==> src/shared/sdpdc_pkg.sv <==
package sdpdc_pkg;

  // ==========================================================
  // Timing, all figures in picoseconds or clock counts
  localparam int unsigned CLK_PERIOD_PS = 25000;
  localparam int unsigned T_CKELCK_PS = 5000;
  localparam int unsigned N_CKELCK_NCK = 5;
  localparam int unsigned T_CKE_PS = 7500;
  localparam int unsigned N_CKE_NCK = 4;
  localparam int unsigned T_XP_PS = 7500;
  localparam int unsigned N_XP_NCK = 5;

  // Round analog time up, then take the larger with the clock count
  function automatic int unsigned cyc_min(input int unsigned ps, input int unsigned nck);
    int unsigned c;
    c = (ps + CLK_PERIOD_PS - 1) / CLK_PERIOD_PS;
    if (c < 1) begin
      c = 1;
    end
    return (c > nck) ? c : nck;
  endfunction

  localparam int unsigned CKELCK_CYC = cyc_min(T_CKELCK_PS, N_CKELCK_NCK);
  localparam int unsigned CKE_CYC = cyc_min(T_CKE_PS, N_CKE_NCK);
  localparam int unsigned XP_CYC = cyc_min(T_XP_PS, N_XP_NCK);

  // ==========================================================
  // Register map, byte addresses
  localparam logic [7:0] REG_CTRL = 8'h00;
  localparam logic [7:0] REG_STATUS = 8'h04;
  localparam logic [7:0] REG_ERR = 8'h08;
  localparam int CTRL_TERM_LSB = 0;
  localparam int CTRL_TERM_SEC = 3;
  localparam logic [3:0] CTRL_RST = 4'h0;
  localparam int STAT_PD = 0;
  localparam int STAT_MODE_LSB = 1;
  localparam int STAT_RX = 3;
  localparam int STAT_BUF = 4;
  localparam int STAT_LOWPWR = 5;
  localparam int STAT_REFR = 6;
  localparam int STAT_TERM = 7;
  localparam int ERR_PULSE = 0;
  localparam int ERR_EARLY_CMD = 1;
  localparam logic [1:0] ERR_RST = 2'h0;

  // ==========================================================
  // Types
  typedef enum logic [3:0] {
    ST_ACT = 4'b0001,
    ST_ENT = 4'b0010,
    ST_PD = 4'b0100,
    ST_EXT = 4'b1000
  } sdpdc_state_type;

  typedef enum logic [1:0] {
    MODE_NONE = 2'h0,
    MODE_IDLE = 2'h1,
    MODE_ACTV = 2'h2,
    MODE_SELF = 2'h3
  } sdpdc_mode_type;

  typedef struct packed {
    logic cyc;
    logic stb;
    logic we;
    logic [7:0] adr;
    logic [3:0] sel;
    logic [31:0] dat;
  } sdpdc_wb_req_type;

endpackage

==> src/verilog/sdpdc_top.sv <==
// Decided for this implementation: the Wishbone slave port and the address map.
`timescale 1ns/1ps
`default_nettype none
// Contract
// - CKE low enters, CKE high leaves power-down
// - Accept entry while busy, low power after
// - Power-down disables input and output buffers
// - Clock kept tCKELCK, then receivers turn off
// - No refresh outside self-refresh power-down; code also keeps refresh on whenever not in power-down
// - Idle or active power-down by bank state
// - Self-refresh power-down keeps refreshing
// - Command-bus termination stays on throughout
module sdpdc_top #(
  parameter int TIMER_W = 4,
  parameter int PULSE_W = 4
) (
  input wire logic clk_i,
  input wire logic rst_i,
  input wire sdpdc_pkg::sdpdc_wb_req_type wb_req_i,
  output logic wb_ack_o,
  output logic [31:0] wb_dat_o,
  input wire logic cke_pin_i,
  input wire logic cs_pin_i,
  input wire logic bank_open_i,
  input wire logic self_refresh_i,
  input wire logic op_busy_i,
  input wire logic vddq_ok_i,
  output logic pd_o,
  output sdpdc_pkg::sdpdc_mode_type pd_mode_o,
  output logic buf_en_o,
  output logic rx_en_o,
  output logic low_pwr_o,
  output logic refresh_en_o,
  output logic term_en_o,
  output logic cmd_en_o
);
  import sdpdc_pkg::*;

  if (CKELCK_CYC > 2 ** TIMER_W || XP_CYC > 2 ** TIMER_W) begin : g_chk_t
    $error("sdpdc_top: TIMER_W too small for timing counts");
  end
  if (CKE_CYC >= 2 ** PULSE_W) begin : g_chk_p
    $error("sdpdc_top: PULSE_W too small for pulse count");
  end

  // ==========================================================
  // Pin capture, both pins come from the far side
  logic cke_s, cs_s;

  sdpdc_sync #(.W(2)) u_sync (
    .clk_i(clk_i),
    .rst_i(rst_i),
    .d_i({cke_pin_i, cs_pin_i}),
    .q_o({cke_s, cs_s})
  );

  // ==========================================================
  // Power-down state machine
  sdpdc_state_type state_q, state_d;
  sdpdc_mode_type mode_q, mode_d;
  logic tmr_load, tmr_done;
  logic [TIMER_W-1:0] tmr_val;

  // One shared timer; only one guarded window is open at a time
  sdpdc_timer #(.W(TIMER_W)) u_timer (
    .clk_i(clk_i),
    .rst_i(rst_i),
    .load_i(tmr_load),
    .value_i(tmr_val),
    .done_o(tmr_done)
  );

  always_comb begin
    state_d = state_q;
    mode_d = mode_q;
    case (state_q)
      ST_ACT: begin
        if (!cke_s) begin
          state_d = ST_ENT;
          mode_d = self_refresh_i ? MODE_SELF : (bank_open_i ? MODE_ACTV : MODE_IDLE);
        end
      end
      ST_ENT: begin
        if (cke_s) begin
          state_d = ST_EXT;
        end else if (tmr_done) begin
          state_d = ST_PD;
        end
      end
      ST_PD: begin
        if (cke_s) begin
          state_d = ST_EXT;
        end
      end
      ST_EXT: begin
        if (!cke_s) begin
          state_d = ST_ENT;
        end else if (tmr_done) begin
          state_d = ST_ACT;
          mode_d = MODE_NONE;
        end
      end
      default: begin
        state_d = ST_PD;
        mode_d = MODE_NONE;
      end
    endcase
  end

  // Timer reloads on every state change into a timed state
  always_comb begin
    tmr_load = (state_d != state_q) && (state_d == ST_ENT || state_d == ST_EXT);
    tmr_val = (state_d == ST_ENT) ? TIMER_W'(CKELCK_CYC - 1) : TIMER_W'(XP_CYC - 1);
  end

  // Reset lands in power-down: CKE is expected low until the first exit
  always_ff @(posedge clk_i) begin
    if (rst_i) begin
      state_q <= ST_PD;
      mode_q <= MODE_IDLE;
    end else begin
      state_q <= state_d;
      mode_q <= mode_d;
    end
  end

  // ==========================================================
  // Pulse width and exit latency monitors
  logic cke_prev_q, cke_prev_d;
  logic [PULSE_W-1:0] pulse_q, pulse_d;
  logic cke_edge;

  // Counter saturates so long pulses never wrap into a false short one
  always_comb begin
    cke_edge = (cke_s != cke_prev_q);
    cke_prev_d = cke_s;
    if (cke_edge) begin
      pulse_d = PULSE_W'(1);
    end else if (pulse_q < PULSE_W'(CKE_CYC)) begin
      pulse_d = pulse_q + PULSE_W'(1);
    end else begin
      pulse_d = pulse_q;
    end
  end

  always_ff @(posedge clk_i) begin
    if (rst_i) begin
      cke_prev_q <= 1'b0;
      pulse_q <= PULSE_W'(CKE_CYC);
    end else begin
      cke_prev_q <= cke_prev_d;
      pulse_q <= pulse_d;
    end
  end

  // ==========================================================
  // Registered outputs, computed from the next state; termination from the setting and supply
  logic [CTRL_TERM_SEC:0] ctrl_q, ctrl_d;
  logic term_ok;
  logic pd_d, buf_d, rx_d, lowp_d, refr_d, term_d, cmd_d;

  always_comb begin
    term_ok = (ctrl_q[CTRL_TERM_SEC-1:CTRL_TERM_LSB] != 3'h0) && ctrl_q[CTRL_TERM_SEC];
    term_d = term_ok && vddq_ok_i;
  end

  always_comb begin
    pd_d = (state_d == ST_ENT) || (state_d == ST_PD);
    buf_d = (state_d == ST_ACT) || (state_d == ST_EXT);
    rx_d = (state_d != ST_PD);
    lowp_d = (state_d == ST_PD) && !op_busy_i;
    refr_d = !pd_d || (mode_d == MODE_SELF);
    cmd_d = (state_d == ST_ACT);
  end

  always_ff @(posedge clk_i) begin
    if (rst_i) begin
      pd_o <= 1'b1;
      pd_mode_o <= MODE_IDLE;
      buf_en_o <= 1'b0;
      rx_en_o <= 1'b0;
      low_pwr_o <= 1'b0;
      refresh_en_o <= 1'b0;
      term_en_o <= 1'b0;
      cmd_en_o <= 1'b0;
    end else begin
      pd_o <= pd_d;
      pd_mode_o <= mode_d;
      buf_en_o <= buf_d;
      rx_en_o <= rx_d;
      low_pwr_o <= lowp_d;
      refresh_en_o <= refr_d;
      term_en_o <= term_d;
      cmd_en_o <= cmd_d;
    end
  end

  // ==========================================================
  // Wishbone slave: one wait state, unmapped reads as zero
  logic ack_d;
  logic [31:0] dat_d;
  logic [1:0] err_q, err_d, err_set;
  logic wr_hit;

  always_comb begin
    ack_d = wb_req_i.cyc && wb_req_i.stb && !wb_ack_o;
    // Write lands on the edge where the master sees ack, request still held
    wr_hit = wb_ack_o && wb_req_i.cyc && wb_req_i.stb && wb_req_i.we && wb_req_i.sel[0];
    dat_d = 32'h0000_0000;
    if (ack_d && !wb_req_i.we) begin
      case (wb_req_i.adr)
        REG_CTRL: dat_d[CTRL_TERM_SEC:0] = ctrl_q;
        REG_STATUS: begin
          dat_d[STAT_PD] = pd_o;
          dat_d[STAT_MODE_LSB+:2] = pd_mode_o;
          dat_d[STAT_RX] = rx_en_o;
          dat_d[STAT_BUF] = buf_en_o;
          dat_d[STAT_LOWPWR] = low_pwr_o;
          dat_d[STAT_REFR] = refresh_en_o;
          dat_d[STAT_TERM] = term_en_o;
        end
        REG_ERR: dat_d[1:0] = err_q;
        default: dat_d = 32'h0000_0000;
      endcase
    end
  end

  // Sticky faults from the far side; a new fault beats a same-cycle clear
  always_comb begin
    err_set[ERR_PULSE] = cke_edge && (pulse_q < PULSE_W'(CKE_CYC));
    err_set[ERR_EARLY_CMD] = (state_q == ST_EXT) && cs_s;
    ctrl_d = ctrl_q;
    err_d = err_q;
    if (wr_hit && wb_req_i.adr == REG_CTRL) begin
      ctrl_d = wb_req_i.dat[CTRL_TERM_SEC:0];
    end
    if (wr_hit && wb_req_i.adr == REG_ERR) begin
      err_d = err_q & ~wb_req_i.dat[1:0];
    end
    err_d = err_d | err_set;
  end

  always_ff @(posedge clk_i) begin
    if (rst_i) begin
      wb_ack_o <= 1'b0;
      wb_dat_o <= 32'h0000_0000;
      ctrl_q <= CTRL_RST;
      err_q <= ERR_RST;
    end else begin
      wb_ack_o <= ack_d;
      wb_dat_o <= dat_d;
      ctrl_q <= ctrl_d;
      err_q <= err_d;
    end
  end
endmodule
`default_nettype wire

==> src/verilog/sdpdc_sync.sv <==
`timescale 1ns/1ps
`default_nettype none
module sdpdc_sync #(
  parameter int W = 2
) (
  input wire logic clk_i,
  input wire logic rst_i,
  input wire logic [W-1:0] d_i,
  output logic [W-1:0] q_o
);
  import sdpdc_pkg::*;

  // ==========================================================
  // Three-stage capture with agreement filter
  logic [W-1:0] s1_q, s2_q, s3_q, q_q;
  logic [W-1:0] q_d;

  if (W < 1) begin : g_chk
    $error("sdpdc_sync: W must be at least 1");
  end

  // A bit moves only once stages two and three agree, so a one-cycle glitch never counts
  always_comb begin
    q_d = (~(s2_q ^ s3_q) & s3_q) | ((s2_q ^ s3_q) & q_q);
  end

  // Stage one feeds stage two only
  always_ff @(posedge clk_i) begin
    if (rst_i) begin
      s1_q <= '0;
      s2_q <= '0;
      s3_q <= '0;
      q_q <= '0;
    end else begin
      s1_q <= d_i;
      s2_q <= s1_q;
      s3_q <= s2_q;
      q_q <= q_d;
    end
  end

  assign q_o = q_q;
endmodule
`default_nettype wire

==> src/verilog/sdpdc_timer.sv <==
`timescale 1ns/1ps
`default_nettype none
module sdpdc_timer #(
  parameter int W = 4
) (
  input wire logic clk_i,
  input wire logic rst_i,
  input wire logic load_i,
  input wire logic [W-1:0] value_i,
  output logic done_o
);
  import sdpdc_pkg::*;

  // ==========================================================
  // Down counter that parks at zero
  logic [W-1:0] cnt_q, cnt_d;

  if (W < 2) begin : g_chk
    $error("sdpdc_timer: W must be at least 2");
  end

  // Load wins over the count, zero holds
  always_comb begin
    if (load_i) begin
      cnt_d = value_i;
    end else if (cnt_q != '0) begin
      cnt_d = cnt_q - W'(1);
    end else begin
      cnt_d = cnt_q;
    end
  end

  always_ff @(posedge clk_i) begin
    if (rst_i) begin
      cnt_q <= '0;
    end else begin
      cnt_q <= cnt_d;
    end
  end

  assign done_o = (cnt_q == '0);
endmodule
`default_nettype wire

==> config.mk <==
export PLATFORM = sky130hd
export DESIGN_NAME = sdpdc_top
export DESIGN_NICKNAME = d
export VERILOG_FILES = /design/src/shared/sdpdc_pkg.sv /design/src/verilog/sdpdc_top.sv /design/src/verilog/sdpdc_sync.sv /design/src/verilog/sdpdc_timer.sv
export SDC_FILE = /design/constraint.sdc
export NUM_CORES = 1
export LEC_CHECK = 0
export BUFFER_PORTS_ARGS = -buffer_cell sky130_fd_sc_hd__buf_4
export CELL_PAD_IN_SITES_DETAIL_PLACEMENT = 2
export CELL_PAD_IN_SITES_GLOBAL_PLACEMENT = 2
export CORE_MARGIN = 8
export CORE_UTILIZATION = 27
export DETAILED_ROUTE_END_ITERATION = 8
export HOLD_SLACK_MARGIN = 0.06
export PLACE_DENSITY = 0.91
export SYNTH_ARGS = -nofsm -noshare
export SYNTH_HDL_FRONTEND = slang
export SYNTH_SLANG_ARGS = --single-unit
==> constraint.sdc <==
create_clock -name clk_i -period 3.8 [get_ports clk_i]
set_clock_uncertainty 0.15 [all_clocks]
set_input_delay 0.76 -clock clk_i [delete_from_list [all_inputs] [get_ports clk_i]]
set_output_delay 0.76 -clock clk_i [all_outputs]
set_load 0.1 [all_outputs]
==> run_results.csv, run 1 <==
group,metric,value,unit
yosys,synth_cell_types,45,
detailed_routing,drt_iter0_drc,35,
clock_network,cts_tree,"built",
pwr,pwr-share-seq,0.407,
yosys,yosys.area.top_type,"dfxtp_1",
cells_and_area,post-route-util,0.337,
pwr,power.internal,0.853,mW
min_path,timing.hold.worst.class,"reg2reg",
yosys,seq_area_frac_synth,0.450,
global_routing,grt_overflow_total,0,
worst_setup_path,reg2reg_depth,7,
clock_network,post_cts.repair.setup_buffers,0,
cells_and_area,multi_input_area,931,sq um
cells_and_area,layout.cells.non_filler,350,
yosys,syn_avg_cell_area,9.40,sq um
yosys,postSynthCellCount,213,
timing,rsz0062_at_grt,"no",
worst_setup_path,cp_data_required_time,3.85,ns
die,initial_core_util,0.277,
place,placed_area,2300,sq um
pwr,p_leak,1.10,nW
pwr,ir_drop,0.000208,V
die,die_h,102,um
yosys,synth_area,2000,sq um
global_routing,grt_use_total,0.112,
detailed_routing,first_pass_iters,4,
global_routing,grt_pass1_wl,9.03,mm
clock_network,postCtsHoldBufs,0,
timing,tightest_slew,0.663,ns
clock_network,numCtsBuffers,5,
detailed_routing,wl_per_cell,16.3,um
worst_setup_path,worst_setup_path_start_kind,"flop",
worst_setup_path,endpoint_kind,"flop",
place,gp_routability_congestion,0.734,
timing,hold_viol,0,
min_path,whs_path_depth,1,
pwr,total_power,1.29,mW
cells_and_area,final_common_cell,"dfxtp_1",
timing,tns,0,ns
worst_setup_path,crit_type,"reg2reg",
detailed_routing,num_vias,1545,
cells_and_area,n_fill_cell,848,
detailed_routing,drt_wl_total,5.69,mm
clock_network,htree_levels,2,
yosys,synth_top_area_share,0.450,
timing,finalWorstSetupSlack,1.44,ns
cells_and_area,seq_area,901,sq um
timing,period_needed,2.36,ns
cells_and_area,final_cell_mix,"dfxtp_1 (45), buf_4 (41), conb_1 (24)",
worst_setup_path,worstReg2RegEnd,"refresh_en_o",
worst_setup_path,worstPathMaxFanout,5,
clock_network,clock-sinks,45,
yosys,ys_warn_count,0,
worst_setup_path,reg2reg_setup_slack,1.44,ns
die,die_w,102,um
cells_and_area,fin_nets,308,
pwr,p_sw_frac,0.338,
place,place_inst,342,
pwr,combPwrFrac,0.261,
clock_network,clk_pin_slew,0.08,ns
cells_and_area,finalInstanceArea,2430,sq um
timing,drv_slew,0,
global_routing,antenna_found_initial,0,
timing,max_freq,424,MHz
die,fp.dieArea,10400,sq um
detailed_routing,ant_nets,0,
clock_network,cts_root_buffer,"clkbuf_8",
cells_and_area,num_antenna_cells,0,
die,fp-row-count,31,
timing,hold_slack,0.303,ns
die,core,7210,sq um
run,drv_cap,0,
timing,post-route-period-util,0.621,
place,dp_slack,1.29,ns
timing,setup_violations,0,
yosys,synthTopCellsByArea,"dfxtp_1 (45%), buf_4 (9.0%), mux2i_1 (5.0%)",
worst_setup_path,r2r-start,"u_timer.cnt_q[0]",
clock_network,insertion_delay,0.30,ns
cells_and_area,areaGrowthSynthToFinish,21.4,%
timing,relSlewSlack,0.552,
place,hpwl,4.24,mm
clock_network,clk_path_buf_depth,2,
cells_and_area,drive_above_1_share,0.239,
pwr,clockPowerShare,0.332,
detailed_routing,drc,0,
min_path,hp-start,"u_sync.s1_q[1]",
global_routing,grt_pass1_vias,1770,
pwr,cellPowerDensity,530,nW/um^2
run_status,status,"finished, final reports clean",
global_routing,grt_start_max_net_pins,30,
detailed_routing,viasPerCell,4.41,
yosys,ys_ff_latch,45,
worst_setup_path,crit_arrival,2.41,ns
min_path,hold-path-endpoint,"u_sync.s2_q[1]",
die,ioPinCount,97,
pwr,p_switching,0.436,mW
place,io_buffers,41,
clock_network,cts_resized,0,
-- registers in the layout, indices dropped and copies added, names as in the netlist, named ones only --
name / flops
wb_ack_o: 1
term_en_o: 1
u_timer.cnt_q: 4
ctrl_q: 4
rx_en_o: 1
state_q: 4
wb_dat_o: 8
pd_mode_o: 2
pd_o: 1
err_q: 2
cmd_en_o: 1
pulse_q: 4
u_sync.s3_q: 2
u_sync.s1_q: 2
low_pwr_o: 1
refresh_en_o: 1
buf_en_o: 1
u_sync.s2_q: 2
cke_prev_q: 1
-- layer usage --
metal / share of wire / global-route usage
met3: 0.049 / 0.0320
met4: 0.0086 / 0.0293
met2: 0.54 / 0.212
met1: 0.41 / 0.116
met5: 0 / 0
-- power groups by stage --
stage               Sequential (mW)  Combinational (mW)  Clock [mW]
floorplan                     0.558               0.257           0
global placement              0.534               0.314           0
detailed placement            0.536               0.337           0
CTS                           0.525               0.340       0.436
global route                  0.529               0.358       0.453
finish                        0.525               0.336       0.428
-- layout make-up --
type / count / share of cell area
Clock inverter: 3 / 0.0268
Sequential cell: 45 / 0.371
Tap cell: 99 / 0.0510
Clock buffer: 5 / 0.0283
Multi-Input combinational cell: 148 / 0.383
Timing Repair Buffer: 41 / 0.127
Inverter: 9 / 0.0139
-- cells in the mapped netlist, drive strengths merged --
library cell	n
a211o	1
a211oi	2
a21boi	1
a21oi	9
a22oi	3
a2bb2oi	2
and2	6
and3b	2
buf	29
clkbuf	5
conb	1
dfxtp	45
ha	3
inv	9
mux2i	10
nand2	7
nand2b	4
nand3b	3
nand4	2
nand4b	1
nor2	24
nor2b	7
nor3	11
nor3b	2
nor4b	2
o21a	1
o21ai	7
o21bai	1
o22ai	1
o311ai	1
o41ai	1
or2	2
or3b	1
or4	1
xnor2	3
xor2	3
-- worst max path at each step --
stage	start	cells past startpoint	slack, ns	end
final	u_timer.cnt_q[0]	7	1.44	refresh_en_o
after global routing	u_timer.cnt_q[0]	7	1.34	refresh_en_o
after CTS	u_timer.cnt_q[0]	7	1.50	refresh_en_o
after detailed placement	wb_req_i[41]	6	1.29	wb_dat_o[6]
after global placement	wb_req_i[41]	6	1.36	wb_dat_o[6]
after floorplan	wb_req_i[41]	5	1.65	wb_dat_o[4]
-- worst max-delay path, stage by stage, from the launching register on --
cell	delay, ns
dfxtp_1	0.32
inv_1	0.14
ha_1	0.20
nor3b_2	0.43
nor3b_1	0.09
o311ai_0	0.62
nand2_1	0.21
o41ai_2	0.10
-- cells by family (layout without fill, tap and decap cells) --
family,after synthesis,count (layout),synth area share
flip-flops,45,45,0.450
adder cells (fa/ha/maj),3,3,0.0188
other,1,24,0.00187
XOR/XNOR,6,6,0.0263
buffers and inverters,43,58,0.128
AO/OA/AOI/OAI,30,30,0.103
AND/OR/NAND/NOR,75,75,0.222
multiplexers,10,10,0.0500
No activity file was read; power rests on OpenSTA's default activity.
==> inputs of run 2 (changes only) <==
--- a/config.mk
+++ b/config.mk
@@ -5,14 +5,15 @@
 export SDC_FILE = /design/constraint.sdc
 export NUM_CORES = 1
 export LEC_CHECK = 0
+export ABC_AREA = 1
 export BUFFER_PORTS_ARGS = -buffer_cell sky130_fd_sc_hd__buf_4
 export CELL_PAD_IN_SITES_DETAIL_PLACEMENT = 2
 export CELL_PAD_IN_SITES_GLOBAL_PLACEMENT = 2
 export CORE_MARGIN = 8
-export CORE_UTILIZATION = 27
+export CORE_UTILIZATION = 24
 export DETAILED_ROUTE_END_ITERATION = 8
 export HOLD_SLACK_MARGIN = 0.06
-export PLACE_DENSITY = 0.91
+export PLACE_DENSITY = 0.87
 export SYNTH_ARGS = -nofsm -noshare
 export SYNTH_HDL_FRONTEND = slang
 export SYNTH_SLANG_ARGS = --single-unit
==> constraint.sdc (replaced) <==
create_clock -name clk_i -period 2.4 [get_ports clk_i]
set_clock_uncertainty 0.15 [all_clocks]
set_input_delay 0.48 -clock clk_i [delete_from_list [all_inputs] [get_ports clk_i]]
set_output_delay 0.48 -clock clk_i [all_outputs]
set_load 0.1 [all_outputs]
==> run 2 against run 1 <==
Core utilization decreased by 4.0 points. First-iteration DRC count increased by 20%. Wire length decreased by 1.5%. Sequential power increased by 56%. Sequential cell count unchanged. Via count increased by 14%. Power increased by 38%. Critical endpoint is now u_timer.cnt_q[0]. Largest cell class is now registers. Largest power group unchanged.
==> run_results.csv, run 2 <==
group,metric,value,unit
run_status,status,"finished, final reports clean",
yosys,synth_ff_type,"dfxtp_1",
cells_and_area,layout.cells.non_filler,422,
clock_network,numCtsBuffers,5,
worst_setup_path,r2r-start,"u_timer.cnt_q[0]",
timing,hold_viol,0,
clock_network,clock-sinks,45,
global_routing,grt_overflow_total,0,
global_routing,antenna_found_initial,0,
timing,period_needed,1.89,ns
timing,rsz0062_at_grt,"no",
place,gp_routability_congestion,0.784,
detailed_routing,first_pass_iters,4,
detailed_routing,ant_nets,0,
pwr,p_leak,1.17,nW
worst_setup_path,reg2reg_setup_slack,0.51,ns
cells_and_area,final_common_cell,"nand2_1",
detailed_routing,drt_iter0_drc,42,
place,place_inst,414,
yosys,yosys.area.top_type,"dfxtp_1",
worst_setup_path,cp_data_required_time,2.48,ns
cells_and_area,areaGrowthSynthToFinish,19.8,%
clock_network,cts_tree,"built",
detailed_routing,drt_wl_total,5.61,mm
yosys,synth_cell_types,27,
min_path,timing.hold.worst.class,"in2reg",
worst_setup_path,worst_setup_path_start_kind,"flop",
timing,drv_slew,0,
global_routing,grt_pass1_vias,1987,
clock_network,insertion_delay,0.30,ns
cells_and_area,drive_above_1_share,0.208,
timing,setup_violations,0,
worst_setup_path,worstPathMaxFanout,9,
timing,max_freq,529,MHz
yosys,yosys.area_share.simple,0.264,
place,io_buffers,41,
die,fp-row-count,33,
yosys,synth_area,2040,sq um
worst_setup_path,cp.buffers_inverters,1,
worst_setup_path,cp_cell_sequence,"inv_1 -> ha_1 -> nand2_2 -> nand3_1 -> nand2_2 -> nand2_2 -> nand2_1 -> nand2_1 -> nor2_1 -> nand2_1 -> nand2_2 -> nand2_2 -> nor2_1",
min_path,whs_path_depth,2,
yosys,synth.area.mux_share,0,
worst_setup_path,worstReg2RegEnd,"u_timer.cnt_q[0]",
cells_and_area,num_antenna_cells,0,
clock_network,cts_root_buffer,"clkbuf_8",
clock_network,postCtsHoldBufs,0,
pwr,ir_drop,0.000353,V
worst_setup_path,endpoint_kind,"flop",
cells_and_area,post-route-util,0.297,
yosys,seq_area_frac_synth,0.441,
timing,post-route-period-util,0.787,
cells_and_area,finalInstanceArea,2450,sq um
detailed_routing,num_vias,1768,
worst_setup_path,worstSetupStartpoint,"u_timer.cnt_q[0]",
die,die_h,108,um
cells_and_area,fin_nets,374,
worst_setup_path,crit_family,"simple AND/OR/NAND/NOR gates",
yosys,synth_top_family_by_area,"simple AND/OR/NAND/NOR gates",
yosys,postSynthCellCount,272,
yosys,synth-xor-area-share,0.0214,
min_path,hold-path-endpoint,"low_pwr_o",
cells_and_area,n_fill_cell,1020,
yosys,synthAdderAreaFrac,0.0184,
worst_setup_path,cpMostUsedCell,"nand2_2",
die,fp.dieArea,11700,sq um
global_routing,grt_pass1_wl,9.30,mm
cells_and_area,top_register,"wb_dat_o",
yosys,yosysMostFrequentCell,"nand2_1",
clock_network,htree_levels,2,
yosys,syn_avg_cell_area,7.52,sq um
die,ioPinCount,97,
min_path,hp-start,"op_busy_i",
yosys,ys_warn_count,0,
place,placed_area,2360,sq um
timing,tns,0,ns
clock_network,cts_resized,0,
timing,finalWorstSetupSlack,0.511,ns
yosys,synth_top_area_share,0.441,
die,die_w,108,um
global_routing,grt_use_total,0.0991,
pwr,total_power,1.77,mW
timing,hold_slack,0.189,ns
clock_network,clk_path_buf_depth,2,
cells_and_area,final_cell_mix,"nand2_1 (46), dfxtp_1 (45), buf_4 (42)",
cells_and_area,largest_reg_flops,8,
worst_setup_path,crit_type,"reg2reg",
worst_setup_path,reg2reg_depth,13,
detailed_routing,wl_per_cell,13.3,um
worst_setup_path,worst_path_largest_cell_delay,0.38,ns
yosys,synth-async-reset-ratio,0,
clock_network,post_cts.repair.setup_buffers,0,
worst_setup_path,cp_slowest_cell,"dfxtp_1",
worst_setup_path,crit_arrival,1.97,ns
yosys,synth_compound_area_frac,0.0814,
run,drv_cap,0,
detailed_routing,viasPerCell,4.19,
die,initial_core_util,0.248,
yosys,ys_ff_latch,45,
yosys,synthTopCellsByArea,"dfxtp_1 (44%), buf_4 (8.8%), nand2_1 (8.4%)",
place,hpwl,4.62,mm
yosys,synth-edff-count,0,
die,core,8260,sq um
detailed_routing,drc,0,
clock_network,clk_pin_slew,0.08,ns
place,dp_slack,0.342,ns
pwr,cellPowerDensity,724,nW/um^2
yosys,synth_common_cells,"nand2_1 (46), dfxtp_1 (45), nor2_1 (37), inv_1 (36), buf_4 (24)",
global_routing,grt_start_max_net_pins,21,
==> run 2: cell types whose count changed after synthesis, sizes merged, moves of 4 or more <==
cell and delta:
inv +28, a21oi +5, mux2i -10, o21ai +6, nand2b -4, nor2b -7
nor2 +16, nand2 +49, and2 -6, nand3 +15, buf -4, nor3 -6
==> run 2: cell type report <==
class | count | area [sq um] | share of cell area
tap | 105 | 131 | 0.0537
clock buffer | 7 | 76.3 | 0.0312
clock inverter | 1 | 7.51 | 0.00307
sequential | 45 | 901 | 0.368
inverter | 37 | 139 | 0.0567
multi-input combinational | 185 | 878 | 0.359
timing repair buffer | 42 | 315 | 0.129
==> run 2: cells by family (layout without fill, tap and decap cells) <==
kind of cell / after synthesis / after routing
DFF: 45 / 45
and+or+nand+nor: 122 / 122
other: 1 / 24
xor gates and xnor gates: 5 / 5
AOI/OAI and AO/OA: 31 / 31
adders and majority gates: 3 / 3
buffers and inverters: 65 / 87
==> run 2: power by group <==
group / switching, mW / internal, mW
combinational: 0.369 / 0.121
clock: 0.255 / 0.206
sequential: 0.0337 / 0.787
total: 0.658 / 1.11
==> run 2: worst max-delay path by stage <==
stage	to	slack (ns)	cells after the start
6_report	u_timer.cnt_q[0]	0.51	13
4_1_cts	u_timer.cnt_q[0]	0.49	13
5_1_grt	u_timer.cnt_q[0]	0.26	13
2_1_floorplan	ctrl_q[0]	0.39	5
3_3_place_gp	wb_dat_o[0]	0.42	7
3_5_place_dp	wb_dat_o[1]	0.34	7
==> run 2: per-layer routing <==
metal  up-vias  part of all wire  track usage
li1        880                 -            -
met3         5             0.068       0.0315
met4         0            0.0091       0.0323
met1       835              0.41        0.103
met5         -                 0            0
met2        48              0.51        0.184
==> inputs of run 3 (changes only) <==
==> constraint.sdc (replaced) <==
create_clock -name clk_i -period 1.9 [get_ports clk_i]
set_clock_uncertainty 0.15 [all_clocks]
set_input_delay 0.38 -clock clk_i [delete_from_list [all_inputs] [get_ports clk_i]]
set_output_delay 0.38 -clock clk_i [all_outputs]
set_load 0.1 [all_outputs]
==> run 3 against run 2 <==
Core utilization grew 2.3 points. Die area unchanged. Critical path depth unchanged. Count of clock-buffer cells in the layout did not move. Maximum frequency is 8.2% higher. Wire length is 6.3% higher. Cell count increased by 1.9%. Clock power grew 63%. Largest cell class is now multi-input combinational cells. Combinational power is 48% higher. Sequential cell count did not move. Sequential share of layout area down 2.1 points. Design area grew 7.8%.
==> run_results.csv, run 3 (synthesized netlist as in run 2, its figures left out) <==
group,metric,value,unit
run_status,status,"finished, final reports clean",
timing,tns,0,ns
detailed_routing,first_pass_iters,4,
worst_setup_path,worstPathMaxFanout,5,
die,die_w,108,um
worst_setup_path,worst_setup_path_start_kind,"flop",
pwr,ir_drop,0.000262,V
worst_setup_path,cpMostUsedCell,"nand2_2",
place,dp_slack,0.0408,ns
detailed_routing,drc,0,
place,placed_area,2400,sq um
cells_and_area,layout.cells.non_filler,430,
detailed_routing,wl_met3,354,um
clock_network,postCtsHoldBufs,0,
place,place_inst,419,
timing,post-route-period-util,0.919,
pwr,p_leak,1.25,nW
worst_setup_path,crit_type,"reg2reg",
cells_and_area,finalInstanceArea,2640,sq um
cells_and_area,post-route-util,0.320,
detailed_routing,wl_per_cell,13.9,um
cells_and_area,final_cell_mix,"buf_4 (50), nand2_1 (38), dfxtp_1 (38)",
timing,drv_slew,0,
clock_network,insertion_delay,0.30,ns
timing,hold_slack,0.0833,ns
detailed_routing,drt_wl_total,5.96,mm
place,hpwl,4.72,mm
worst_setup_path,cp_cell_sequence,"inv_1 -> nand2_1 -> nor2_2 -> nor2_4 -> nand2_2 -> nand2_2 -> nand2_1 -> nand2_2 -> nor2_4 -> nand2_1 -> nand2_2 -> nand2_2 -> nor2_1",
run,drv_cap,0,
cells_and_area,final_common_cell,"buf_4",
die,fp-row-count,33,
cells_and_area,fin_nets,382,
worst_setup_path,endpoint_kind,"flop",
cells_and_area,multi_input_area,958,sq um
cells_and_area,num_antenna_cells,0,
global_routing,antenna_found_initial,0,
worst_setup_path,crit_arrival,1.84,ns
die,ioPinCount,97,
worst_setup_path,cp_slowest_cell,"dfxtp_2",
worst_setup_path,worst_path_largest_cell_delay,0.37,ns
worst_setup_path,crit_family,"simple AND/OR/NAND/NOR gates",
global_routing,grt_use_total,0.103,
cells_and_area,n_fill_cell,998,
min_path,timing.hold.worst.class,"in2reg",
clock_network,cts_root_buffer,"clkbuf_8",
timing,finalWorstSetupSlack,0.153,ns
die,fp.dieArea,11700,sq um
timing,setup_violations,0,
global_routing,grt_pass1_wl,9.46,mm
die,die_h,108,um
timing,hold_viol,0,
worst_setup_path,cp_data_required_time,1.99,ns
global_routing,grt_pass1_vias,1984,
pwr,cellPowerDensity,956,nW/um^2
cells_and_area,seq_area,915,sq um
die,initial_core_util,0.248,
clock_network,cts_tree,"built",
cells_and_area,top_register,"wb_dat_o",
pwr,total_power,2.52,mW
detailed_routing,num_vias,1820,
die,core,8260,sq um
timing,period_needed,1.75,ns
place,io_buffers,41,
detailed_routing,wl_met1,2.46,mm
detailed_routing,highest_layer,"met4",
place,gp_routability_congestion,0.803,
detailed_routing,drt_iter0_drc,36,
detailed_routing,wl_met2,3.07,mm
cells_and_area,areaGrowthSynthToFinish,29.1,%
cells_and_area,drive_above_1_share,0.314,
clock_network,clk_path_buf_depth,2,
detailed_routing,ant_nets,0,
timing,max_freq,572,MHz
clock_network,clk_pin_slew,0.08,ns
clock_network,clock-sinks,45,
worst_setup_path,cp.buffers_inverters,1,
cells_and_area,largest_reg_flops,8,
clock_network,htree_levels,2,
global_routing,grt_start_max_net_pins,19,
global_routing,grt_overflow_total,0,
detailed_routing,viasPerCell,4.23,
clock_network,numCtsBuffers,5,
## run 3: cell types whose count changed in the layout (fill, tap and decap cells not counted), sizes merged
cell | before | now
clkinvlp | 1 | 0
buf | 42 | 50
bufinv | 0 | 1
## run 3: layout make-up
type                       instances  area share
inverter                          37      0.0545
sequential                        45       0.346
clock buffer                       7      0.0327
multi-input combinational        185       0.363
timing repair buffer              50       0.142
clock inverter                     1      0.0114
tap                              105      0.0498
## run 3: where the power goes
group / internal, mW / total [mW] / switching (mW)
Combinational: 0.224 / 0.727 / 0.503
Clock: 0.429 / 0.754 / 0.325
Sequential: 0.997 / 1.04 / 0.0478
## run 3: final timing paths
kind                                startpoint                to  slack [ns]  depth (start not counted)
worst max-delay path                state_q[3]  u_timer.cnt_q[3]        0.15                         13
worst min-delay path                 op_busy_i         low_pwr_o        0.08                          2
worst max register to register      state_q[3]  u_timer.cnt_q[3]        0.15                         13
worst min register to register  u_sync.s1_q[1]    u_sync.s2_q[1]        0.26                          2
## run 3: per-layer routing
metal  up-vias  track usage
met5         -            0
met4         0       0.0371
met3         7       0.0297
met2        48        0.190
met1       866        0.108
li1        899            -
## run 3: timing repair
item	4_1_cts	5_1_grt
pin swaps	1	10
setup buffers	1	2
resized for setup	3	33
setup endpoints to repair	4	4
